## config.mk

```make
export PLATFORM = sky130hd
export DESIGN_NAME = dpc_dram_ctrl
export DESIGN_NICKNAME = d
export VERILOG_FILES = /design/src/hdl/dpc_pkg.sv /design/src/hdl/dpc_dram_ctrl.sv
export SDC_FILE = /design/constraint.sdc
export NUM_CORES = 1
export LEC_CHECK = 0
export BUFFER_PORTS_ARGS = -buffer_cell sky130_fd_sc_hd__buf_4
export CAP_MARGIN = 20
export CORE_MARGIN = 3
export CORE_UTILIZATION = 30
export DETAILED_ROUTE_END_ITERATION = 8
export PLACE_DENSITY = 0.56
export SYNTH_ARGS = -nofsm -noshare
export SYNTH_HDL_FRONTEND = slang
export SYNTH_SLANG_ARGS = --single-unit
export TNS_END_PERCENT = 5
```

## constraint.sdc

```tcl
create_clock -name pclk -period 6.83 [get_ports pclk]
set_input_delay 2.049 -clock pclk [delete_from_list [all_inputs] [get_ports pclk]]
set_output_delay 2.049 -clock pclk [all_outputs]
set_load 0.01 [all_outputs]
```

## src/hdl/dpc_pkg.sv

```systemverilog
// Constants and types for the DRAM page controller with bus watchdog.
// Assumes one clock (pclk) shared by CPU bus, APB and DRAM strobes.
// Summary of operation
// - Count external bus cycle clocks; at 1024 force completion by ready.
// - Time-over lights indicator, raises NMI and second maskable factor.
// - A write to clear port drops indicator and both interrupt factors; a same-clock time-over wins.
// - Software selects normal mode or page mode; behaviour follows it.
// - Page mode same-row accesses keep row strobe low, toggle columns.
// - Page mode row miss: row strobe high, wait precharge, reassert.
// - Row-match signal compares current row with the row kept from the last page mode cycle.
// - Four active-low column strobes, one per byte lane, only selected.
// - Normal mode read is single cycle; next waits for precharge.
// - Normal mode write is single cycle; next stalled via wait.
// - Software sets precharge, row low width and read column width.
// - Write column strobe low exactly one clock unless lengthened.
// - Row width exceeding read width by two or more: first read uses row-1.
// - Row width of two or more: first write uses row-1.
// - Same-row page access needs at least one fewer wait state.
`default_nettype none
package dpc_pkg;
    // ****************************************************************
    // Register map
    // ****************************************************************
    localparam logic [7:0] DPC_CTRL_OFS = 8'h00;
    localparam logic [7:0] DPC_STAT_OFS = 8'h04;
    localparam logic [7:0] DPC_CLR_OFS = 8'h08;
    // Control fields
    localparam int DPC_MODE_BIT = 0;
    localparam int DPC_XCLK_LSB = 4;
    localparam int DPC_YCLK_LSB = 8;
    localparam int DPC_ZCLK_LSB = 12;
    localparam int DPC_CNT_W = 4;
    // Status fields
    localparam int DPC_ST_OVER_BIT = 0;
    localparam int DPC_ST_NMI_BIT = 1;
    localparam int DPC_ST_IRQ2_BIT = 2;
    localparam int DPC_ST_HIT_BIT = 3;
    localparam int DPC_ST_RVAL_BIT = 4;
    // Reset values
    localparam logic DPC_MODE_RST = 1'b0;
    localparam logic [3:0] DPC_XCLK_RST = 4'h2;
    localparam logic [3:0] DPC_YCLK_RST = 4'h3;
    localparam logic [3:0] DPC_ZCLK_RST = 4'h2;
    // ****************************************************************
    // Timing
    // ****************************************************************
    localparam int DPC_TOUT_CLKS = 1024;
    localparam int DPC_TOUT_W = 10;
    localparam int DPC_ROW_W = 12;
    // ****************************************************************
    // Types
    // ****************************************************************
    typedef enum logic [2:0] {
        DPC_ST_IDLE = 3'b000,
        DPC_ST_PRE = 3'b001,
        DPC_ST_ACT = 3'b010,
        DPC_ST_CAS = 3'b011,
        DPC_ST_END = 3'b100
    } dpc_state_t;
endpackage
`default_nettype wire

```

## src/hdl/dpc_dram_ctrl.sv

```systemverilog
// DRAM page controller with external bus watchdog and APB registers.
// Assumes CPU bus signals come from logic clocked by pclk (no synchroniser).
//
// Register access over APB and the address map were decided locally.
`default_nettype none
module dpc_dram_ctrl
    import dpc_pkg::*;
(
    input wire logic pclk,
    input wire logic presetn,
    input wire logic psel,
    input wire logic penable,
    input wire logic pwrite,
    input wire logic [7:0] paddr,
    input wire logic [31:0] pwdata,
    output logic [31:0] prdata,
    output logic pready,
    output logic pslverr,
    input wire logic cpu_bus_active,
    input wire logic cpu_dram_sel,
    input wire logic cpu_dstb_n,
    input wire logic cpu_wr,
    input wire logic [3:0] cpu_be,
    input wire logic [DPC_ROW_W-1:0] cpu_row,
    output logic cpu_wait_n,
    output logic timeout_ready,
    output logic row_hit,
    output logic ras_n,
    output logic [3:0] byte_col_strobe_n,
    output logic dram_we_n,
    output logic overtime_indicator,
    output logic nmi_req,
    output logic maskable_irq_second
);
    // ****************************************************************
    // Register bus
    // ****************************************************************
    logic page_mode_r;
    logic [3:0] xclk_r;
    logic [3:0] yclk_r;
    logic [3:0] zclk_r;
    logic apb_wr;
    logic ctrl_wr;
    logic clr_wr;
    logic mapped;
    logic mode_chg;

    // Zero-wait slave; unmapped offsets answer with an error
    assign apb_wr = psel && penable && pwrite;
    assign mapped = (paddr == DPC_CTRL_OFS) || (paddr == DPC_STAT_OFS) ||
                    (paddr == DPC_CLR_OFS);
    assign ctrl_wr = apb_wr && (paddr == DPC_CTRL_OFS);
    assign clr_wr = apb_wr && (paddr == DPC_CLR_OFS);
    assign pready = 1'b1;
    assign pslverr = psel && penable && !mapped;
    assign mode_chg = ctrl_wr && (pwdata[DPC_MODE_BIT] != page_mode_r);

    // Control register holds mode and the three strobe counts
    always_ff @(posedge pclk or negedge presetn) begin
        if (!presetn) begin
            page_mode_r <= DPC_MODE_RST;
            xclk_r <= DPC_XCLK_RST;
            yclk_r <= DPC_YCLK_RST;
            zclk_r <= DPC_ZCLK_RST;
        end else if (ctrl_wr) begin
            page_mode_r <= pwdata[DPC_MODE_BIT];
            xclk_r <= pwdata[DPC_XCLK_LSB +: DPC_CNT_W];
            yclk_r <= pwdata[DPC_YCLK_LSB +: DPC_CNT_W];
            zclk_r <= pwdata[DPC_ZCLK_LSB +: DPC_CNT_W];
        end
    end

    // ****************************************************************
    // Bus time-over watchdog
    // ****************************************************************
    logic [DPC_TOUT_W-1:0] tout_cnt_r;
    logic force_rdy;
    logic over_r;
    logic nmi_r;
    logic irq2_r;

    // Counter restarts whenever the CPU ends its cycle on its own
    assign force_rdy = cpu_bus_active &&
        (tout_cnt_r == DPC_TOUT_W'(DPC_TOUT_CLKS - 1));
    assign timeout_ready = force_rdy;

    always_ff @(posedge pclk or negedge presetn) begin
        if (!presetn) begin
            tout_cnt_r <= '0;
        end else if (!cpu_bus_active || force_rdy) begin
            tout_cnt_r <= '0;
        end else begin
            tout_cnt_r <= tout_cnt_r + 1'b1;
        end
    end

    // Sticky factors; a new time-over wins over a clear in the same cycle
    always_ff @(posedge pclk or negedge presetn) begin
        if (!presetn) begin
            over_r <= 1'b0;
            nmi_r <= 1'b0;
            irq2_r <= 1'b0;
        end else if (force_rdy) begin
            over_r <= 1'b1;
            nmi_r <= 1'b1;
            irq2_r <= 1'b1;
        end else if (clr_wr) begin
            over_r <= 1'b0;
            nmi_r <= 1'b0;
            irq2_r <= 1'b0;
        end
    end

    assign overtime_indicator = over_r;
    assign nmi_req = nmi_r;
    assign maskable_irq_second = irq2_r;

    // ****************************************************************
    // DRAM sequencer
    // ****************************************************************
    dpc_state_t state_r;
    logic [DPC_ROW_W-1:0] last_row_r;
    logic row_valid_r;
    logic done_r;
    logic first_r;
    logic [3:0] pre_cnt_r;
    logic [3:0] cas_cnt_r;
    logic [3:0] cas_w;
    logic [3:0] be_r;
    logic wr_r;
    logic ras_n_r;
    logic dram_req;
    logic hit;
    logic y_ge2;
    logic y_gt_z1;
    logic first_act;

    // Request is a DRAM data strobe not yet answered
    assign dram_req = cpu_dram_sel && !cpu_dstb_n && !done_r;
    assign hit = row_valid_r && (cpu_row == last_row_r);
    assign row_hit = hit;

    // Column width: reads use Z, writes one clock, row width may stretch
    assign y_ge2 = (yclk_r >= 4'h2);
    assign y_gt_z1 = ({1'b0, yclk_r} >= ({1'b0, zclk_r} + 5'h02));
    // Width is loaded in the activate state, so that is the first access
    assign first_act = (state_r == DPC_ST_ACT);
    always_comb begin
        if (cpu_wr) begin
            cas_w = (first_act && y_ge2) ? yclk_r - 4'h1 :
                    4'h1;
        end else if (first_act && y_gt_z1) begin
            cas_w = yclk_r - 4'h1;
        end else begin
            cas_w = (zclk_r == 4'h0) ? 4'h1 : zclk_r;
        end
    end

    // Stall the CPU until the end state answers; time-over frees it too
    assign cpu_wait_n = !(dram_req && (state_r != DPC_ST_END) &&
                          !force_rdy);

    // Main sequencer
    always_ff @(posedge pclk or negedge presetn) begin
        if (!presetn) begin
            state_r <= DPC_ST_IDLE;
        end else if (force_rdy) begin
            state_r <= DPC_ST_IDLE;
        end else begin
            unique case (state_r)
                DPC_ST_IDLE: begin
                    if (dram_req) begin
                        if (page_mode_r && hit && !ras_n_r) begin
                            state_r <= DPC_ST_CAS;
                        end else if (!ras_n_r || pre_cnt_r != 4'h0) begin
                            state_r <= DPC_ST_PRE;
                        end else begin
                            state_r <= DPC_ST_ACT;
                        end
                    end
                end
                DPC_ST_PRE: begin
                    if (pre_cnt_r <= 4'h1 && ras_n_r) begin
                        state_r <= DPC_ST_ACT;
                    end
                end
                DPC_ST_ACT: state_r <= DPC_ST_CAS;
                DPC_ST_CAS: begin
                    if (cas_cnt_r == 4'h1) begin
                        state_r <= DPC_ST_END;
                    end
                end
                DPC_ST_END: state_r <= DPC_ST_IDLE;
                default: state_r <= DPC_ST_IDLE;
            endcase
        end
    end

    // Row strobe and precharge counter; normal mode closes the row
    always_ff @(posedge pclk or negedge presetn) begin
        if (!presetn) begin
            ras_n_r <= 1'b1;
            pre_cnt_r <= '0;
        end else if (force_rdy || mode_chg ||
                     (state_r == DPC_ST_END && !page_mode_r) ||
                     (state_r == DPC_ST_IDLE && dram_req && !ras_n_r &&
                      !(page_mode_r && hit))) begin
            ras_n_r <= 1'b1;
            pre_cnt_r <= xclk_r;
        end else begin
            if (state_r == DPC_ST_ACT) begin
                ras_n_r <= 1'b0;
            end
            if (pre_cnt_r != 4'h0) begin
                pre_cnt_r <= pre_cnt_r - 4'h1;
            end
        end
    end

    // Column counter and latched lane/direction for the access
    always_ff @(posedge pclk or negedge presetn) begin
        if (!presetn) begin
            cas_cnt_r <= '0;
            be_r <= '0;
            wr_r <= 1'b0;
        end else if ((state_r == DPC_ST_ACT) ||
                     (state_r == DPC_ST_IDLE && dram_req)) begin
            cas_cnt_r <= cas_w;
            be_r <= cpu_be;
            wr_r <= cpu_wr;
        end else if (state_r == DPC_ST_CAS && cas_cnt_r != 4'h0) begin
            cas_cnt_r <= cas_cnt_r - 4'h1;
        end
    end

    // Flag set in the precharge state, cleared at the end state; only the c_miss cover reads it
    always_ff @(posedge pclk or negedge presetn) begin
        if (!presetn) begin
            first_r <= 1'b0;
        end else if (state_r == DPC_ST_PRE) begin
            first_r <= 1'b1;
        end else if (state_r == DPC_ST_END) begin
            first_r <= 1'b0;
        end
    end

    // Remembered row; invalid after reset, mode change or forced end
    always_ff @(posedge pclk or negedge presetn) begin
        if (!presetn) begin
            row_valid_r <= 1'b0;
            last_row_r <= '0;
        end else if (mode_chg || force_rdy) begin
            row_valid_r <= 1'b0;
        end else if (state_r == DPC_ST_END) begin
            row_valid_r <= page_mode_r;
            last_row_r <= cpu_row;
        end
    end

    // Answered flag holds off a re-start until the strobe is released
    always_ff @(posedge pclk or negedge presetn) begin
        if (!presetn) begin
            done_r <= 1'b0;
        end else if (state_r == DPC_ST_END || force_rdy) begin
            done_r <= 1'b1;
        end else if (cpu_dstb_n) begin
            done_r <= 1'b0;
        end
    end

    assign ras_n = ras_n_r;
    assign byte_col_strobe_n = (state_r == DPC_ST_CAS) ? ~be_r : 4'hF;
    assign dram_we_n = !((state_r == DPC_ST_CAS) && wr_r);

    // Status readback shows live factors and row tracking
    always_comb begin
        prdata = 32'h0000_0000;
        if (psel && !pwrite && paddr == DPC_CTRL_OFS) begin
            prdata[DPC_MODE_BIT] = page_mode_r;
            prdata[DPC_XCLK_LSB +: DPC_CNT_W] = xclk_r;
            prdata[DPC_YCLK_LSB +: DPC_CNT_W] = yclk_r;
            prdata[DPC_ZCLK_LSB +: DPC_CNT_W] = zclk_r;
        end else if (psel && !pwrite && paddr == DPC_STAT_OFS) begin
            prdata[DPC_ST_OVER_BIT] = over_r;
            prdata[DPC_ST_NMI_BIT] = nmi_r;
            prdata[DPC_ST_IRQ2_BIT] = irq2_r;
            prdata[DPC_ST_HIT_BIT] = hit;
            prdata[DPC_ST_RVAL_BIT] = row_valid_r;
        end
    end

    // ****************************************************************
    // Assertions
    // ****************************************************************
    property p_tout_force;
        @(posedge pclk) disable iff (!presetn)
        (cpu_bus_active && tout_cnt_r == 10'h3FE) ##1 cpu_bus_active
        |-> timeout_ready;
    endproperty
    a_tout_force: assert property (p_tout_force)
        else $error("watchdog did not fire at 1024 clocks");

    property p_force_flags;
        @(posedge pclk) disable iff (!presetn)
        force_rdy |=> (overtime_indicator && nmi_req && maskable_irq_second);
    endproperty
    a_force_flags: assert property (p_force_flags)
        else $error("time-over did not raise indicator and factors");

    property p_clear;
        @(posedge pclk) disable iff (!presetn)
        (clr_wr && !force_rdy) |=> !(overtime_indicator || nmi_req ||
                                 maskable_irq_second);
    endproperty
    a_clear: assert property (p_clear)
        else $error("clear port left a factor set");

    property p_page_hit_ras;
        @(posedge pclk) disable iff (!presetn)
        (state_r == DPC_ST_IDLE && dram_req && page_mode_r && hit &&
         !ras_n && !force_rdy && !mode_chg) |=>
        (!ras_n && state_r == DPC_ST_CAS);
    endproperty
    a_page_hit_ras: assert property (p_page_hit_ras)
        else $error("same-row page access dropped row strobe");

    property p_miss_pre;
        @(posedge pclk) disable iff (!presetn)
        (state_r == DPC_ST_IDLE && dram_req && !ras_n && !hit && !force_rdy)
        |=> (ras_n && state_r == DPC_ST_PRE);
    endproperty
    a_miss_pre: assert property (p_miss_pre)
        else $error("row miss did not precharge");

    property p_lanes;
        @(posedge pclk) disable iff (!presetn)
        (state_r == DPC_ST_CAS) |-> (byte_col_strobe_n == ~be_r);
    endproperty
    a_lanes: assert property (p_lanes)
        else $error("column strobes differ from selected lanes");

    property p_normal_close;
        @(posedge pclk) disable iff (!presetn)
        (state_r == DPC_ST_END && !page_mode_r) |=> ras_n;
    endproperty
    a_normal_close: assert property (p_normal_close)
        else $error("normal mode kept row open");

    property p_wr_one;
        @(posedge pclk) disable iff (!presetn)
        (state_r == DPC_ST_ACT && cpu_wr && !y_ge2 && !force_rdy)
        |=> (state_r == DPC_ST_CAS) ##1 (state_r == DPC_ST_END);
    endproperty
    a_wr_one: assert property (p_wr_one)
        else $error("write column strobe not one clock");

    property p_row_inval;
        @(posedge pclk) disable iff (!presetn)
        mode_chg |=> !row_valid_r;
    endproperty
    a_row_inval: assert property (p_row_inval)
        else $error("mode change kept remembered row");

    c_force: cover property (@(posedge pclk) disable iff (!presetn) force_rdy);
    c_hit: cover property (@(posedge pclk) disable iff (!presetn)
        state_r == DPC_ST_IDLE ##1 state_r == DPC_ST_CAS);
    c_miss: cover property (@(posedge pclk) disable iff (!presetn)
        page_mode_r && state_r == DPC_ST_PRE && !first_r);
endmodule
`default_nettype wire

```

==> qor.txt <==
STATUS
------------------------------------------------------------------------------------
Run status                                                                 completed

PLACED DESIGN
------------------------------------------------------------------------------------
Post-Place Worst Slack                                                      0.838 ns
Detail Placement HPWL                                                        5620 µm
Total of buffers placed on input and output ports                                 74
GPL Wtd Cong                                                                   0.807

STA
------------------------------------------------------------------------------------
Final period utilization                                                       87.5%
Setup Viol. Count Final                                                            0
Setup TNS Final                                                                 0 ns
Clock period minus final worst setup slack                                   5.98 ns
Unrepaired setup endpoints after global routing                                   no
Tightest Pin Transition                                                     0.712 ns
Worst slew margin                                                              52.4%
Final-report max-slew violation count                                              0
Final critical-path setup slack                                             0.855 ns
Highest achievable clock rate                                                167 MHz
Hold Vio Cnt, Final                                                                0
Clk_skew                                                                  0.00627 ns

DETAILED ROUTING
------------------------------------------------------------------------------------
Drt first-iter violations                                                         48
Post-detailed-routing wire length                                            7330 µm
Number of optimization iterations in the first detailed-route pass                 4
Wirelength per Cell                                                          13.4 µm
Detailed-route via count                                                        2601
DRC viols                                                                          0
ANT nets after route                                                               0
Vias per Instance                                                               4.76

DIE
------------------------------------------------------------------------------------
Number of standard-cell rows in the floorplan                                     38
Die height                                                                    112 µm
Effective utilization at floorplan                                             30.9%
Floorplan core area                                                       0.0109 mm²
Die Span X                                                                    112 µm
Die outline area                                                          0.0126 mm²
Number of ports placed on the die boundary                                       111

FINAL LAYOUT
------------------------------------------------------------------------------------
Number of nets at the end of the flow                                            483
Total of fill cells in the finished design                                      1116
Count of inserted antenna diode cells                                              0
Share of layout cells above drive strength 1                                   30.5%
Layout-stage area growth over the synthesis result                             21.5%

CTS
------------------------------------------------------------------------------------
Hold bufs inserted after CTS                                                       0
Number of buffers between clock root and the deepest sink                          2
Clock latency on the worst-skew pair                                         0.29 ns
Post-CTS Setup Bufs                                                                0
TritonCTS clock tree                                                             yes
CTS Buf Count                                                                      5
Clock root buffer                                                       sky130_fd_sc_hd__clkbuf_16
Resized cells post-CTS                                                             0
Number of clock sinks                                                             55
Number of H-tree levels                                                            2
Reg clk slew, reported paths                                                 0.07 ns

POWER
------------------------------------------------------------------------------------
Worst IR drop on VDD                                                          123 µV
Net Sw Frac                                                                    33.7%
Fraction of power consumed by sequential logic                                 42.2%
Clock Power Share                                                              23.7%
Internal power component                                                    0.744 mW
Static Leak                                                                  1.87 nW
Total net switching power                                                   0.378 mW
Combinational share of power                                                   34.1%
Power density over the cells                                              274 mW/mm²

SETUP PATH
------------------------------------------------------------------------------------
Cells along the critical path                                           buf_4 > nor4_4 > nand2_1 > or4b_1 > nor2_4 > and2_1 > buf_4
Type of the setup path with the least slack                             input port to output port
Delay of the slowest cell on the worst path                                  0.69 ns
Critical path data arrival time                                              3.93 ns
Critical path startpoint category                                         input port
Crit-path max FO                                                                   9
Critical path's most frequent cell                                      sky130_fd_sc_hd__buf_4
Worst Setup End Kind                                                     output port
Worst path required time                                                     4.78 ns
Slowest library cell on the worst path                                  sky130_fd_sc_hd__or4b_1

YOSYS
------------------------------------------------------------------------------------
Gate Count Post-Synth                                                            339
EDFF count, synth                                                                  0
Top_reg_cell synth                                                      sky130_fd_sc_hd__dfrtp_1
Sequential fraction of the synthesis area                                      41.0%
Number of storage elements in the synthesis netlist                               55
Post-synthesis cell area                                                 0.00337 mm²
Proportion of synthesized flip-flops having asynchronous set or reset           100%
Synthesized area per cell                                                   9.95 µm²
Warnings, synthesis                                                                0
Count of distinct cell types in the synthesized netlist                           56

GLOBAL ROUTE
------------------------------------------------------------------------------------
Largest net degree at the start of global routing                                 56
Wire length of the first global-routing pass                                12300 µm
Via count of the first global-routing pass                                      2570
GRT Total Usage                                                                11.9%
Initial antenna violation count                                                    0
Total congestion overflow after global routing                                     0

MIN PATH
------------------------------------------------------------------------------------
Worst min-delay path category                                           flip-flop to flip-flop

RUN
------------------------------------------------------------------------------------
Max_cap viols                                                                      0

-- cells by family (layout without fill, tap and decap cells) --
logic type,after synthesis,in the layout,synth area share (%)
xor+xnor,26,26,6.75
mux,29,29,9.60
buf+inv,43,95,7.82
simple gates,129,129,20.5
other cells,2,17,0.223
compound gates,42,42,9.31
fa+ha+maj,13,13,4.82
flops,55,55,41.0
-- state kept, by name, indices dropped and copies added, names as in the netlist, 3 cells and up --
signal / cells
zclk_r: 4
yclk_r: 4
last_row_r: 12
xclk_r: 4
be_r: 4
cas_cnt_r: 4
tout_cnt_r: 10
state_r: 3
pre_cnt_r: 4
-- worst paths after layout --
check / start / cells after the start / end / slack [ns]
max: paddr[1] / 7 / prdata[6] / 0.85
min: be_r[3] / 2 / be_r[3] / 0.48
max reg2reg: yclk_r[0] / 7 / cas_cnt_r[0] / 4.30
min reg2reg: be_r[3] / 2 / be_r[3] / 0.48
max in group asynchronous: presetn / 1 / state_r[1] / 4.55
min in group asynchronous: presetn / 1 / last_row_r[10] / 1.81
-- critical path, delay by kind of cell --
family	cells	cell delay (ns)
simple gates	5	1.63
buf+inv	2	0.24
-- through the flow --
| step | power, mW | utilization (%) | cell area [µm²] | hold WS, ns | instances |
|---|---|---|---|---|---|
| floorplan | 0.751 | - | 3430 | 0.446 | 354 |
| global placement | 0.857 | 36.1 | 3950 | 0.458 | 538 |
| detailed placement | 0.867 | 36.1 | 3950 | 0.468 | 538 |
| CTS | 1.14 | 37.5 | 4100 | 0.486 | 546 |
| global route | 1.21 | 37.5 | 4100 | 0.496 | 546 |
| finish | 1.12 | 37.5 | 4100 | 0.483 | 546 |
-- area by class of cell --
| class | count | area [µm²] | area share, % |
|---|---|---|---|
| sequential | 55 | 1380 | 33.7 |
| clock inverter | 2 | 16.3 | 0.397 |
| inverter | 13 | 48.8 | 1.19 |
| timing repair buffer | 74 | 556 | 13.5 |
| tap | 140 | 175 | 4.27 |
| multi-input combinational | 256 | 1780 | 43.5 |
| clock buffer | 6 | 139 | 3.39 |
-- power by group through the flow --
| stage | registers, mW | clock network [mW] | logic [mW] |
|---|---|---|---|
| 4_1_cts | 0.474 | 0.279 | 0.389 |
| 3_5_place_dp | 0.480 | 0 | 0.387 |
| 5_1_grt | 0.487 | 0.289 | 0.436 |
| 6_report | 0.474 | 0.266 | 0.382 |
| 2_1_floorplan | 0.453 | 0 | 0.298 |
| 3_3_place_gp | 0.480 | 0 | 0.377 |
-- metal layers --
metal / part of all wire (%) / track usage [%]
met1: 45 / 15.1
met2: 50 / 21.0
met3: 3.9 / 1.94
met4: 1.6 / 3.61
met5: 0 / 0
-- layout by cell type (no fill, tap or decap), types with 5 or more instances in the layout --
cell,n
sky130_fd_sc_hd__a21oi_1,8
sky130_fd_sc_hd__and2_1,11
sky130_fd_sc_hd__buf_4,74
sky130_fd_sc_hd__clkbuf_16,5
sky130_fd_sc_hd__conb_1,17
sky130_fd_sc_hd__dfrtp_1,50
sky130_fd_sc_hd__dfstp_2,5
sky130_fd_sc_hd__ha_1,13
sky130_fd_sc_hd__inv_1,13
sky130_fd_sc_hd__mux2_2,27
sky130_fd_sc_hd__nand2_1,36
sky130_fd_sc_hd__nand3_1,8
sky130_fd_sc_hd__nand4_1,6
sky130_fd_sc_hd__nor2_1,29
sky130_fd_sc_hd__nor3_1,10
sky130_fd_sc_hd__o21ai_0,8
sky130_fd_sc_hd__xnor2_1,20
sky130_fd_sc_hd__xor2_1,6
-- cell usage after synthesis (all sizes together) (2+ instances only) --
library cell / instances / area [µm²]
dfrtp: 50 / 1250
nand2: 36 / 135
nor2: 30 / 120
buf: 27 / 204
mux2: 27 / 304
xnor2: 20 / 175
ha: 13 / 163
inv: 13 / 48.8
and2: 11 / 68.8
nor3: 10 / 50.1
o21ai: 9 / 45.0
a21oi: 8 / 40.0
nand3: 8 / 40.0
nand4: 6 / 37.5
xor2: 6 / 52.6
dfstp: 5 / 131
and3: 4 / 25.0
and4: 4 / 35.0
a211oi: 3 / 47.6
clkbuf: 3 / 11.3
nor3b: 3 / 22.5
nor4b: 3 / 26.3
o21a: 3 / 22.5
a21o: 2 / 15.0
a31oi: 2 / 12.5
and4b: 2 / 22.5
conb: 2 / 7.51
mux2i: 2 / 20.0
nand2b: 2 / 12.5
nor2b: 2 / 12.5
o211ai: 2 / 15.0
or4: 2 / 18.8
or4b: 2 / 20.0
(Power assumes the default switching activity.)
